### config.mk
export PLATFORM = sky130hd
export DESIGN_NAME = vslrx_core
export DESIGN_NICKNAME = d
export VERILOG_FILES = /design/src/rtl/vslrx_pkg.sv /design/src/rtl/vslrx_core.sv
export SDC_FILE = /design/constraint.sdc
export NUM_CORES = 1
export LEC_CHECK = 0
export ABC_AREA = 0
export BUFFER_PORTS_ARGS = -buffer_cell sky130_fd_sc_hd__buf_2
export CAP_MARGIN = 10
export CORE_MARGIN = 5
export CORE_UTILIZATION = 45
export DETAILED_ROUTE_END_ITERATION = 10
export PLACE_DENSITY = 0.66
export SLEW_MARGIN = 30
export SYNTH_ARGS = -nofsm -noshare
export SYNTH_HDL_FRONTEND = slang
export SYNTH_SLANG_ARGS = --single-unit
### constraint.sdc
create_clock -name clock_in -period 2.4 [get_ports clock_in]
set_clock_uncertainty 0.1 [all_clocks]
set_input_delay 0 -clock clock_in [delete_from_list [all_inputs] [get_ports clock_in]]
set_output_delay 0 -clock clock_in [all_outputs]
set_load 0.02 [all_outputs]
### src/rtl/vslrx_pkg.sv
// package for the vpw serial link receive filter, crc and power mode block
package vslrx_pkg;
  localparam int unsigned CLK_FREQ_HZ = 125000000;
  localparam int unsigned FILT_MAX = 15;
  localparam logic [3:0] FILT_TOP = 4'hf;
  localparam logic [3:0] FILT_BOT = 4'h0;
  localparam logic [7:0] CRC_POLY = 8'h1d;
  localparam logic [7:0] CRC_PRESET = 8'hff;
  localparam logic [7:0] CRC_GOOD = 8'hc4;
  localparam logic [3:0] MAX_FRAME_BYTES = 4'hc;
  // symbol times in microseconds
  localparam int unsigned SOF_US = 200;
  localparam int unsigned EOD_US = 200;
  localparam int unsigned EOF_US = 280;
  localparam int unsigned IDLE_US = 300;
  localparam int unsigned BIT_SHORT_US = 64;
  localparam int unsigned BIT_LONG_US = 128;
  localparam int unsigned BIT_SPLIT_US = (BIT_SHORT_US + BIT_LONG_US) / 2;
  typedef enum logic [1:0] {
    PWR_RUN,
    PWR_WAIT,
    PWR_STOP
  } vslrx_pwr_t;
  typedef enum logic [2:0] {
    RX_IDLE,
    RX_SOF,
    RX_BITS,
    RX_EOD
  } vslrx_rx_t;
  typedef struct packed {
    logic frame_done;
    logic crc_error;
    logic eof_seen;
    logic [3:0] byte_count;
  } vslrx_status_t;
  typedef struct packed {
    logic valid;
    logic last;
    logic [7:0] data;
  } vslrx_byte_t;
endpackage

### src/rtl/vslrx_core.sv
// power modes, loopback, rx noise filter, vpw receive and crc framing
//
// Summary of operation
// RULE1 - wait instruction with stop_on_wait_select clear enters wait, clocks keep running
// RULE2 - in wait, first passive-to-active bus edge raises wakeup interrupt
// RULE3 - in wait, a valid end-of-frame also raises wakeup interrupt
// RULE4 - stop instruction, or wait with stop_on_wait_select set, enters stop
// RULE5 - stop halts internal clocks; bus activity interrupts and restarts them
// RULE6 - digital loopback ties tx output to rx input, bus left undriven
// RULE7 - analog loopback changes nothing digital; after exit wait for idle bus
// RULE8 - filter samples raw rx on rising edge, counter updates on falling edge
// RULE9 - counter counts up on high, down on low, saturates at 15 and 0
// RULE10 - counter at 15 sets the filtered output latch
// RULE11 - counter at 0 clears the latch; latch holds until opposite end
// RULE12 - clean edges reach filtered output after 15 to 16 filter clocks
// RULE13 - at most 12 bytes per frame, each sent msb first
// RULE14 - frame starts with 200 us active start symbol, excluded from crc
// RULE15 - every transmitted frame holds at least one data byte plus crc
// RULE16 - crc generated in hardware for tx and checked on every rx frame
// RULE17 - crc poly x8+x4+x3+x2+1, preset ones, inverted remainder sent msb first
// RULE18 - rx remainder over data plus crc not equal c4 flags crc error
// RULE19 - 200 us passive end-of-data ends originator data, sets no flag
// RULE20 - 280 us passive period recognised as end-of-frame
// RULE21 - frames with or without in-frame response are both accepted
// RULE22 - end-of-frame flag set when end-of-frame symbol received
// RULE23 - reset puts registers and outputs to reset values, inputs ignored
// RULE24 - reset presets filter counter to 15 and latch to 1
`timescale 1ns/1ps
module vslrx_core #(
  parameter int unsigned CLK_HZ = vslrx_pkg::CLK_FREQ_HZ,
  parameter int unsigned EOF_CYCLES = (vslrx_pkg::EOF_US * (CLK_HZ / 1000000)),
  parameter int unsigned IDLE_CYCLES = (vslrx_pkg::IDLE_US * (CLK_HZ / 1000000))
) (
  input wire logic clock_in, // system clock, 125 mhz
  input wire logic rst_in, // async reset, active high
  input wire logic mux_clk_in, // mux interface clock, sampled synchronously
  input wire logic cpu_wait_in, // pulse: cpu executes wait
  input wire logic cpu_stop_in, // pulse: cpu executes stop
  input wire logic cpu_wake_in, // pulse: cpu leaves low power by other means
  input wire logic stop_on_wait_select_in, // wait instruction means stop
  input wire logic digital_loop_in, // digital loopback enable
  input wire logic analog_loop_in, // analog loopback enable
  input wire logic link_rx_digital_in, // raw receive from transceiver, 1 = passive
  input wire logic tx_byte_valid_in, // tx byte offered
  input wire logic tx_byte_last_in, // offered byte is last data byte
  input wire logic [7:0] tx_byte_in, // tx data byte
  output logic tx_byte_ready_out, // tx byte accepted this cycle
  output logic link_tx_digital_out, // transmit to transceiver, 1 = passive
  output logic filtered_rx_out, // filtered receive level
  output logic wake_irq_out, // wakeup interrupt request
  output logic clocks_run_out, // internal clocks enabled
  output vslrx_pkg::vslrx_pwr_t pwr_mode_out, // current power mode
  output logic bus_ready_out, // allowed to take part on the bus
  output vslrx_pkg::vslrx_byte_t rx_byte_out, // received byte stream
  output vslrx_pkg::vslrx_byte_t tx_frame_byte_out, // bytes to the encoder, crc byte last
  output vslrx_pkg::vslrx_status_t status_out // state vector bits
);
  import vslrx_pkg::*;

  localparam int unsigned CPU = CLK_HZ / 1000000;
  localparam logic [15:0] SOF_MIN = 16'((SOF_US * CPU * 3) / 4);
  localparam logic [15:0] EOD_MIN = 16'((EOD_US * CPU * 3) / 4);
  localparam logic [15:0] SPLIT = 16'(BIT_SPLIT_US * CPU);
  localparam logic [15:0] EOF_CNT = 16'(EOF_CYCLES);
  localparam logic [15:0] IDLE_CNT = 16'(IDLE_CYCLES);

  // one serial crc step, msb first
  function automatic logic [7:0] crc_step(input logic [7:0] r, input logic b);
    crc_step = {r[6:0], 1'b0} ^ ((r[7] ^ b) ? CRC_POLY : 8'h00);
  endfunction

  // ---------------------------------------------------------------
  // power modes
  // ---------------------------------------------------------------
  vslrx_pwr_t pwr, next_pwr;
  logic wake_irq, next_wake_irq;
  logic filt, filt_prev;
  logic eof_pulse;

  // in wait, bus activity is the passive-to-active (1 to 0) edge of filtered rx; in stop, a low raw rx level
  always_comb begin
    next_pwr = pwr;
    next_wake_irq = 1'b0;
    unique case (pwr)
      PWR_RUN: begin
        if (cpu_stop_in || (cpu_wait_in && stop_on_wait_select_in)) begin
          next_pwr = PWR_STOP; // see RULE4
        end else if (cpu_wait_in) begin
          next_pwr = PWR_WAIT; // see RULE1
        end
      end
      PWR_WAIT: begin
        if ((filt_prev && !filt) || eof_pulse) begin
          next_pwr = PWR_RUN; // see RULE2 see RULE3
          next_wake_irq = 1'b1;
        end else if (cpu_wake_in) begin
          next_pwr = PWR_RUN;
        end
      end
      PWR_STOP: begin
        // raw input used: filter clock is halted here
        if (!link_rx_digital_in || cpu_wake_in) begin
          next_pwr = PWR_RUN; // see RULE5
          next_wake_irq = !link_rx_digital_in;
        end
      end
      default: next_pwr = PWR_RUN;
    endcase
  end

  always_ff @(posedge clock_in or posedge rst_in) begin
    if (rst_in) begin
      pwr <= PWR_RUN; // see RULE23
      wake_irq <= 1'b0;
    end else begin
      pwr <= next_pwr;
      wake_irq <= next_wake_irq;
    end
  end

  logic clk_en;
  assign clk_en = (pwr != PWR_STOP); // see RULE5

  // ---------------------------------------------------------------
  // loopback and rx filter
  // ---------------------------------------------------------------
  logic tx_line, rx_src;
  logic mux_prev, sample;
  logic next_mux_prev, next_sample;
  logic [3:0] fcnt, next_fcnt;
  logic next_filt, rise, fall;

  // in digital loopback the transceiver sees passive and rx hears tx
  assign rx_src = digital_loop_in ? tx_line : link_rx_digital_in; // see RULE6
  assign rise = clk_en && mux_clk_in && !mux_prev;
  assign fall = clk_en && !mux_clk_in && mux_prev;

  always_comb begin
    next_mux_prev = mux_clk_in;
    next_sample = rise ? rx_src : sample; // see RULE8
    next_fcnt = fcnt;
    next_filt = filt;
    if (fall) begin
      if (sample && fcnt != FILT_TOP) begin
        next_fcnt = fcnt + 4'h1; // see RULE9
      end else if (!sample && fcnt != FILT_BOT) begin
        next_fcnt = fcnt - 4'h1;
      end
    end
    // latch moves only at end points; full swing gives the 15-16 clock lag
    if (next_fcnt == FILT_TOP) begin
      next_filt = 1'b1; // see RULE10 see RULE12
    end else if (next_fcnt == FILT_BOT) begin
      next_filt = 1'b0; // see RULE11
    end
  end

  always_ff @(posedge clock_in or posedge rst_in) begin
    if (rst_in) begin
      mux_prev <= 1'b0;
      sample <= 1'b1;
      fcnt <= FILT_TOP; // see RULE24
      filt <= 1'b1;
      filt_prev <= 1'b1;
    end else begin
      mux_prev <= next_mux_prev;
      sample <= next_sample;
      fcnt <= next_fcnt;
      filt <= next_filt;
      filt_prev <= filt;
    end
  end

  // ---------------------------------------------------------------
  // receive: symbol timing, bytes and crc check
  // ---------------------------------------------------------------
  vslrx_rx_t rxs, next_rxs;
  logic [15:0] len, next_len;
  logic [15:0] idle_len, next_idle_len;
  logic [7:0] sh, next_sh;
  logic [2:0] bitn, next_bitn;
  logic [7:0] rcrc, next_rcrc;
  vslrx_byte_t rxb, next_rxb;
  vslrx_status_t st, next_st;
  logic aloop_prev, hold_off, next_hold_off, edge_any, bitval;

  assign edge_any = clk_en && (filt != filt_prev);
  // short passive (filt 1) = 0, short active = 1
  assign bitval = filt_prev ? (len >= SPLIT) : (len < SPLIT);
  assign eof_pulse = (rxs == RX_EOD) && filt && (len == EOF_CNT); // see RULE20

  always_comb begin
    next_rxs = rxs;
    next_len = clk_en ? ((edge_any || len == 16'hffff) ? ((edge_any) ? 16'h0000 : len) :
      len + 16'h0001) : len;
    next_idle_len = (filt && clk_en) ? ((idle_len == 16'hffff) ? idle_len :
      idle_len + 16'h0001) : (filt ? idle_len : 16'h0000);
    next_sh = sh;
    next_bitn = bitn;
    next_rcrc = rcrc;
    next_rxb = '0;
    next_st = st;
    next_st.frame_done = 1'b0;
    unique case (rxs)
      RX_IDLE: begin
        if (edge_any && !filt) begin
          next_rxs = RX_SOF;
        end
      end
      RX_SOF: begin
        if (edge_any) begin
          if (len >= SOF_MIN) begin
            next_rxs = RX_BITS; // see RULE14
            next_rcrc = CRC_PRESET;
            next_bitn = 3'h0;
            next_st = '0;
          end else begin
            next_rxs = RX_IDLE;
          end
        end
      end
      RX_BITS: begin
        if (edge_any) begin
          next_sh = {sh[6:0], bitval}; // see RULE13
          next_rcrc = crc_step(rcrc, bitval); // see RULE16
          next_bitn = bitn + 3'h1;
          if (bitn == 3'h7 && st.byte_count != MAX_FRAME_BYTES) begin
            next_rxb.valid = 1'b1;
            next_rxb.data = {sh[6:0], bitval};
            next_st.byte_count = st.byte_count + 4'h1;
          end
        end else if (filt && len >= EOD_MIN) begin
          // end of data sets nothing; crc is judged here
          next_rxs = RX_EOD; // see RULE19
          next_st.crc_error = (rcrc != CRC_GOOD); // see RULE18
        end
      end
      RX_EOD: begin
        if (edge_any) begin
          // in-frame response follows: restart byte capture, see RULE21
          next_rxs = RX_BITS;
          next_rcrc = CRC_PRESET;
          next_bitn = 3'h0;
        end else if (eof_pulse) begin
          next_rxs = RX_IDLE;
          next_st.eof_seen = 1'b1; // see RULE22
          next_st.frame_done = 1'b1;
          next_rxb.last = 1'b1;
        end
      end
      default: next_rxs = RX_IDLE;
    endcase
    // after analog loopback exit stay off the bus until idle
    next_hold_off = hold_off;
    if (aloop_prev && !analog_loop_in) begin
      next_hold_off = 1'b1; // see RULE7
      next_idle_len = 16'h0000; // a stale idle count would release the hold at once
    end else if (idle_len >= IDLE_CNT) begin
      next_hold_off = 1'b0;
    end
  end

  always_ff @(posedge clock_in or posedge rst_in) begin
    if (rst_in) begin
      rxs <= RX_IDLE;
      len <= 16'h0000;
      idle_len <= 16'h0000;
      sh <= 8'h00;
      bitn <= 3'h0;
      rcrc <= CRC_PRESET;
      rxb <= '0;
      st <= '0;
      aloop_prev <= 1'b0;
      hold_off <= 1'b0;
    end else begin
      rxs <= next_rxs;
      len <= next_len;
      idle_len <= next_idle_len;
      sh <= next_sh;
      bitn <= next_bitn;
      rcrc <= next_rcrc;
      rxb <= next_rxb;
      st <= next_st;
      aloop_prev <= analog_loop_in;
      hold_off <= next_hold_off;
    end
  end

  // ---------------------------------------------------------------
  // transmit crc: bytes pass through, then inverted crc byte
  // ---------------------------------------------------------------
  logic [7:0] tcrc, next_tcrc;
  logic crc_due, next_crc_due;
  vslrx_byte_t tx_hold, next_tx_hold;

  // a frame starts only from a data byte, so a bare crc is impossible
  always_comb begin
    logic [7:0] c;
    c = tcrc;
    next_tcrc = tcrc;
    next_crc_due = crc_due;
    next_tx_hold = '0; // each outgoing byte shows for one cycle
    if (crc_due) begin
      next_tx_hold = '{valid: 1'b1, last: 1'b1, data: ~tcrc}; // see RULE17
      next_crc_due = 1'b0;
      next_tcrc = CRC_PRESET;
    end else if (tx_byte_valid_in && tx_byte_ready_out) begin
      for (int i = 7; i >= 0; i--) begin
        c = crc_step(c, tx_byte_in[i]);
      end
      next_tcrc = c;
      next_tx_hold = '{valid: 1'b1, last: 1'b0, data: tx_byte_in}; // see RULE15
      next_crc_due = tx_byte_last_in; // see RULE16
    end
  end

  always_ff @(posedge clock_in or posedge rst_in) begin
    if (rst_in) begin
      tcrc <= CRC_PRESET;
      crc_due <= 1'b0;
      tx_hold <= '0;
    end else begin
      tcrc <= next_tcrc;
      crc_due <= next_crc_due;
      tx_hold <= next_tx_hold;
    end
  end

  assign tx_line = 1'b1; // bit encoding lives elsewhere; line left passive
  assign tx_byte_ready_out = clk_en && !crc_due && !hold_off;
  assign link_tx_digital_out = digital_loop_in ? 1'b1 : tx_line; // see RULE6
  assign filtered_rx_out = filt;
  assign wake_irq_out = wake_irq;
  assign clocks_run_out = clk_en;
  assign pwr_mode_out = pwr;
  assign bus_ready_out = !hold_off;
  assign rx_byte_out = rxb;
  assign status_out = st;
  assign tx_frame_byte_out = tx_hold;
endmodule

==> results.txt, run 1 <==
* Highest achievable clock rate: between 0.4 and 0.5 GHz
* Power density normalized to cell area: 769.8 nW/µm²
* CTS tree: yes
- Total routing usage reported by global routing: 0.1636
- Number of cells produced by synthesis: 511
- Critical path arrival: roughly 2.5 ns
- The share of total power dissipated in the clock network is 0.319.
- Core region area: ~11000 µm²
- After detailed placement, the design holds a cell count of 701.
- CTS sink cnt: 100
- Detailed placement finished with a half-perimeter wire length of about 7400 µm.
- Max-slew violations: 0
- Total congestion overflow: 0
* Pin count of the biggest net entering global routing: 38
* Required time at the worst-slack endpoint: 2.59 ns
- Detailed-routing iteration count for the pre-antenna-repair pass: 4
- At the pin with the least slew margin, the transition time is 0.6045 ns.
- The internal power of the cells totals 3.185 mW.
- Routed wire length: between 10000 and 15000 µm
- Cell taking the most area after synthesis: dfrtp_1
* Number of buffers added on ports: 53
* Area added between synthesis and finish: 20.25%
- After detailed routing, the average wire length per cell comes to around 14 µm.
- Type of element capturing the critical path: register
- Power comes to roughly 4.7 mW.
* HP Class: primary input to async pin
* Clock slew at the register clock pins of the worst setup and hold paths: roughly 0.070 ns
- Violation count after the first detailed-routing iteration: approximately 230
- Remaining max-slew budget at the tightest pin: 0.5961
- The floorplan step defined a die boundary enclosing between 10000 and 15000 µm².
- In the global route stage, met3 resource usage came out at 0.03005.
- Post-detailed-route DRC marker count: 0
- GP Congestion: between 0.8 and 0.9
* Sequential cell area in the final layout: 2531 µm²
- Via count of the first global-routing pass: between 3000 and 4000
* Area occupied by multi-input gates: 2395 µm²
* Clock latency of the later-clocked register in the worst-skew pair: between 0.3 and 0.4 ns
* Worst setup slack after layout: about 0.07 ns
- I/O pins: 55
- Chip height: roughly 120 µm
- Most frequent standard cell in the layout excluding fill and tap cells: dfrtp_1
- Summed area of non-filler cells in the final layout: between 6000 and 7000 µm²
- The placed instances occupy a cell area of approximately 5600 µm².
- Via count: approximately 3800
- Row generation in the floorplan step produced 38 rows.
- In the synthesized netlist the dominant register cell turns out to be dfrtp_1.
- Net switching power of the design: between 1.5 and 2 mW
- The layout has ~950 filler cells.
- Class of the most critical setup path: register to register
- Endpoints failing setup: 0
- The cell sitting at the root of the clock tree is a clkbuf_16.
- In the synthesized netlist the async set-or-reset flop fraction comes to 1.000.
- A synthesized cell averages roughly 10 µm².
- At the end of the flow, the number of nets in the layout was around 630.
- After global routing, the most crowded layer is met2.
- Using the TritonRoute via totals, the vias-per-cell ratio works out to 5.192.
* Syn Std Cell Area: roughly 5100 µm²
- Global routing met1 resource utilization: 0.2137
- Proportion of layout cells with a drive suffix above 1: 0.2007
- The detail route stage leaves a number of antenna-violating nets equal to 0.
- Sequential fraction of the synthesis area: 0.4983
- Setup repair after global routing left no endpoint under its margin.
* Die Wd: about 120 µm
- Met2 Usage GRT: 0.2647
- The analysis attributes to cell leakage a power of between 2 and 3 nW.
- Clock buffer depth: 2
* Starting utilization of the core area: 0.4645
- In this run the worst path has a maximum fanout of 4.
- The netlist uses 56 different library cells.
* Worst setup timing slack at the placement stage: roughly 0.069 ns
- Count of placed standard cells in the final layout, fillers left out: between 700 and 800
* Synthesis-stage register bit count: 100
- Switching power as a share of total power: 0.3226
* Cell types occupying the most area after synthesis: dfrtp_1, dfstp_2, xnor2_1
- Of the total power, registers draw 0.427.
* Warning count from the yosys run: 0
* Setup bufs post-CTS: 0
- The repair_antennas step left the layout with diodes totalling 0.
- Subtracting the final worst setup slack from the clock period gives approximately 2.3 ns.
- VDD sags by at most roughly 0.38 mV.
- Maximum Capacitance Violations: 0
- Cts bufs inserted: 9
* Accumulated negative setup slack: 0 ns
- Fraction of post-synthesis cell area in the top cell type by area: 0.3793
* Max H-tree Level: 3
- Post-route fraction of the period consumed by the critical path: 0.9714
- Power share of the combinational group: 0.254
- The final-report hold violation count is 0.
- Number of flops mapped to enable cells by yosys: 0
* Result of the run: finished clean
- In the layout the commonest cells are dfrtp_1, nand2_1, nor2_1.
- Type of element launching the critical path: register
* Wire length of the first global-routing pass: ~18000 µm
- The number of nets in the synthesized netlist is about 550.
- The number of antenna violations at the first check in global routing is 0.
==> cell families after synthesis <==
| group | share of synthesized area |
|---|---|
| mux | 0.001971 |
| other cells | 0.0007382 |
| fa+ha+maj | 0.03448 |
| buf+inv | 0.03251 |
| flops | 0.4983 |
| simple gates | 0.1966 |
| xor+xnor | 0.1254 |
| compound gates | 0.1101 |
==> layout make-up <==
cell class / instances / area share
Inverter: 23 / 0.01475
Sequential cell: 100 / 0.4144
Multi-Input combinational cell: 369 / 0.3921
Clock inverter: 6 / 0.01147
Timing Repair Buffer: 90 / 0.09955
Tap cell: 140 / 0.02868
Clock buffer: 10 / 0.03912
==> critical path, stage by stage, from the launching register on <==
cell and delay [ns]:
dfstp_2 0.56, xnor3_1 0.41, xnor3_2 0.29, xnor2_4 0.19
xnor3_1 0.32, or3_1 0.31, nand3_1 0.09
==> power by group through the flow <==
stage,Clock (mW),Combinational (mW),Sequential [mW]
after global placement,0,1.13,2.03
after CTS,1.52,1.20,2.01
after global routing,1.60,1.33,2.03
after floorplan,0,0.829,2.02
after detailed placement,0,1.16,2.04
final,1.50,1.19,2.01
==> cells in the mapped netlist (6+ instances only) <==
| master | n |
|---|---|
| nand4_1 | 9 |
| dfstp_2 | 23 |
| or3_1 | 6 |
| o21ai_0 | 28 |
| xor2_1 | 28 |
| inv_1 | 23 |
| a21oi_1 | 13 |
| nand2_1 | 61 |
| and3_1 | 8 |
| nor2_1 | 54 |
| nor3_1 | 7 |
| nand3_1 | 24 |
| dfrtp_1 | 77 |
| clkbuf_1 | 17 |
| xnor2_1 | 28 |
| a2bb2oi_1 | 6 |
| and2_1 | 12 |
| ha_1 | 14 |
==> per-stage QoR <==
step | hold WS, ns | utilization
6_report | 0.1651 | 0.5586
5_1_grt | 0.2172 | 0.5586
4_1_cts | 0.1692 | 0.5576
3_5_place_dp | 0.002553 | 0.5101
3_3_place_gp | 0.002125 | 0.5101
2_1_floorplan | -0.06857 | -
==> metal layers <==
metal,part of all wire,wire length [µm]
met5,0,0
met4,0.024,252
met3,0.045,467
met2,0.47,4925
met1,0.46,4763
==> worst paths after layout <==
check,start,end,slack (ns),cells after the start
worst max-delay path,tcrc[6]$_DFFE_PP1P_,tcrc[3]$_DFFE_PP1P_,0.07,6
worst min-delay path,rst_in,bitn[1]$_DFFE_PP0P_,0.17,3
worst max register to register,tcrc[6]$_DFFE_PP1P_,tcrc[3]$_DFFE_PP1P_,0.07,6
worst min register to register,sh[6]$_DFFE_PP0P_,sh[6]$_DFFE_PP0P_,0.37,2
max in group asynchronous,rst_in,rcrc[1]$_DFFE_PP1P_,1.33,4
min in group clock_in,mux_clk_in,mux_prev$_DFF_PP0_,0.23,2
==> what timing repair did <==
| item | in CTS | in global routing |
|---|---|---|
| gates resized for setup | 0 | 4 |
| endpoints found under the setup margin | 0 | 16 |
| hold buffers | 21 | 0 |
| hold endpoints to repair | 42 | 0 |
==> state kept, by name (all words and copies together), names as in the netlist, 3 cells and up <==
register and flops:
status_out 7, tcrc 8, fcnt 4, idle_len 16, rx_byte_out 9, rcrc 8, sh 7, tx_frame_byte_out 10
len 16, bitn 3
No activity file was read; power rests on OpenSTA's default activity.
==> inputs of run 2 (changes only) <==
ABC_AREA = 1   (was 0)
CORE_UTILIZATION = 54   (was 45)
PLACE_DENSITY = 0.77   (was 0.66)
==> run 2 against run 1 <==
- clock power is 33% lower
- setup slack better by 0.072 ns
- worst hold slack worse by 0.052 ns
- fmax is 3.2% higher
- non-clock buffer count is 1 lower
- utilization is 8.2 points higher
- flip-flop and latch count stayed put
- wire length is 26% higher
==> results.txt, run 2 <==
- Result of the run: finished clean
* Via count of the first global-routing pass: between 4000 and 5000
- After routing the design area is between 6000 and 7000 µm².
- The mapped netlist covers around 5700 µm².
* Leakage power: 3.343 nW
* Setup bufs post-CTS: 0
* Top library cells by usage in the layout, fill and taps aside: nand2_1, inv_1, dfrtp_1
* Accumulated negative setup slack: 0 ns
* Chip height: about 110 µm
- At the later pin of the worst-skew pair, clock insertion delay measures approximately 0.37 ns.
* Async set-or-reset flop fraction in the synthesized netlist: 1.000
- Number of antenna repair diodes: 0
- Max-slew violations: 0
- The worst setup path is of the register to register kind.
- Die outline area: 12760 µm²
- The congestion estimate from routability-driven global placement came to 0.9382.
- STA classifies the critical path endpoint as a register.
- CTS tree: yes
* Critical path arrival: between 2 and 2.5 ns
* Hpwl dp: roughly 9600 µm
- Most frequent standard cell in the layout excluding fill and tap cells: nand2_1
- A synthesized cell averages approximately 8 µm².
* I/O pins: between 50 and 60
* Violation count after the first detailed-routing iteration: approximately 460
- Counting along the longest clock path gives a buffer depth of 2.
- Library cell with the highest instance count after synthesis: nand2_1
- Wire length of the first global-routing pass: 22650 µm
- The number of nets handed over by synthesis was 771.
- Final ANT Viol Nets: 0
- The final layout contains routed wiring with a total length of approximately 13000 µm.
- The root buffer cell chosen for the clock tree is clkbuf_8.
- Core region area: 10320 µm²
- Number of flops mapped to enable cells by yosys: 0
- Number of antenna violations at the first check in global routing: 0
* Vias per cell: roughly 5.4
* Required time at the worst-slack endpoint: 2.62 ns
- Counting I/O delays and the setup requirement, the final critical path takes between 2 and 2.5 ns.
* Type of element launching the critical path: register
- Remaining max-slew budget at the tightest pin: 0.5468
* Detailed-routing iteration count for the pre-antenna-repair pass: 7
- For this run, design rule violations remaining after detail routing come to 0.
- The min-delay analysis places its worst path in the category primary input to register.
* Final #Nets: 858
- Clock-pin slew was measured on the worst setup and hold paths at about 0.1 ns.
* Highest achievable clock rate: 0.4427 GHz
- Setup repair after global routing left no endpoint under its margin.
- The synthesized netlist contains 47 unique library cells.
- Power spread over the standard cell area amounts to around 740 nW/µm².
- In the synthesized netlist, the cells that appear most often are nand2_1, inv_1, dfrtp_1.
- Number of placement rows: 37
- For this configuration, the core starts out at a cell density of 0.5546.
* Peak VDD IR: ~0.44 mV
- The share of the Yosys chip area taken by registers is 0.4421.
* Cell taking the most area after synthesis: dfrtp_1
- Proportion of layout cells with a drive suffix above 1: 0.1677
- Total routing usage reported by global routing: 0.2149
- Ordered list of cells on the worst path: inv_1 -> ha_1 -> nand4_1 -> nor2_1 -> nand4_1 -> nand4_1 -> nand4_1 -> dlygate4sd3_1 -> nand2_1
- Synthesis produced about 740 cells.
- Global routing finished with a remaining overflow of 0.
- Maximum single-stage delay on the critical path: 0.57 ns
- From left edge to right edge, the die measures 113.0 µm.
- Warning count from the yosys run: 0
- Synthesis-stage register bit count: 100
* Post-route fraction of the period consumed by the critical path: 0.9412
- After detailed routing, the average wire length per cell comes to 13.63 µm.
- Crit path top cell by count: nand4_1
- Final hold violation count: 0
- Tightest Pin Transition: ~0.68 ns
- Cts bufs inserted: 9
* Via count: just over 5000
- Crit-path max FO: 5
* Final core area utilization: 0.6405
* Cell with the biggest individual delay on the critical path: dlygate4sd3_1
* Main flop type after synthesis: dfrtp_1
- Endpoints failing setup: 0
* Fillers: slightly above 900
* Max H-tree Level: 3
- From synthesis to final layout, the design area changed by 15.49%.
- The share of synthesized area in the top cell type comes to 0.3365.
* Pin count of the biggest net entering global routing: 72
* Cell types occupying the most area after synthesis: dfrtp_1, nand2_1, dfstp_2
- Number of buffers added on ports: between 50 and 60
* CTS sink cnt: 100
* Post-placement cell area: ~6200 µm²
* Maximum Capacitance Violations: 0
[run 2: cell count changes in the layout (fill, tap and decap cells not counted), sizes merged, moves of 10 or more]
| cell | before | now |
|---|---|---|
| nand4 | 9 | 19 |
| xnor2 | 30 | 3 |
| o21ai | 28 | 55 |
| nor2 | 54 | 64 |
| inv | 24 | 109 |
| and2 | 13 | 0 |
| nand2 | 61 | 189 |
| nand3 | 24 | 78 |
[run 2: path summary, 6_finish.rpt]
| check | startpoint | end | slack [ns] | cells after the start |
|---|---|---|---|---|
| worst min-delay path | stop_on_wait_select_in | pwr_mode_out[0]$_DFFE_PP0P_ | 0.11 | 7 |
| worst max-delay path | len[1]$_DFFE_PP0P_ | pwr_mode_out[0]$_DFFE_PP0P_ | 0.14 | 9 |
| max in group asynchronous | rst_in | fcnt[2]$_DFF_PP1_ | 1.21 | 4 |
| worst max register to register | len[1]$_DFFE_PP0P_ | pwr_mode_out[0]$_DFFE_PP0P_ | 0.14 | 9 |
| min in group asynchronous | rst_in | tx_frame_byte_out[7]$_DFF_PP0_ | 0.20 | 3 |
| worst min register to register | bitn[0]$_DFFE_PP0P_ | bitn[0]$_DFFE_PP0P_ | 0.39 | 1 |
[run 2: area by class of cell]
type | instances | area [µm²] | area share
flip-flops and latches | 100 | 2531 | 0.3828
clock inverters | 7 | 57.56 | 0.008704
multi-input cells | 516 | 2699 | 0.4081
repair buffers | 89 | 620.6 | 0.09385
clock buffers | 9 | 123.9 | 0.01873
inverters | 108 | 410.4 | 0.06206
well taps | 136 | 170.2 | 0.02573
[run 2: through the flow]
stage / hold WS, ns / cells / power, mW / worst slack (ns)
final: 0.1132 / 965 / 4.895 / 0.1411
after global routing: 0.1842 / 965 / 5.276 / 0.01951
after CTS: 0.06419 / 965 / 4.920 / 0.06399
after detailed placement: 0.02911 / 925 / 3.860 / 0.1814
after global placement: 0.02415 / 925 / 3.792 / 0.2688
after floorplan: -0.06857 / 737 / 3.383 / 0.1920
[run 2: timing repair]
item,4_1_cts,5_1_grt
endpoints found under the hold margin,55,0
gates resized for setup,0,1
setup endpoints to repair,0,3
hold buffers,24,0
[run 2: where the power goes]
| group | switching (mW) | internal [mW] | total, mW | leakage, nW |
|---|---|---|---|---|
| logic | 1.18 | 0.602 | 1.78 | 1.95 |
| registers | 0.188 | 1.92 | 2.10 | 1.29 |
| clock network | 0.619 | 0.393 | 1.01 | 0.0934 |
| total | 1.98 | 2.91 | 4.90 | 3.34 |
[run 2: logic make-up (layout without fill, tap and decap cells)]
family	after synthesis	in the layout	share of synthesized area
other	1	1	0.0006550
xor gates and xnor gates	23	23	0.03518
DFF	100	100	0.4421
and+or+nand+nor	382	382	0.3099
adders and majority gates	14	14	0.03059
buffers and inverters	121	213	0.08697
AOI/OAI and AO/OA	96	96	0.09463
[run 2: layer usage]
layer  vias to the layer above  GRT usage  part of all wire
met5                         -          0                 0
met4                         0    0.08734             0.023
met3                        30    0.03209             0.057
met2                       158     0.3610              0.49
met1                      2439     0.2790              0.43
li1                       2557          -                 -
[run 2: worst max-delay path: cells and delay by family (launching register included)]
kind | cells | cell delay (ns)
buffers and inverters | 2 | 0.69
and+or+nand+nor | 6 | 0.83
DFF | 1 | 0.44
adders and majority gates | 1 | 0.17
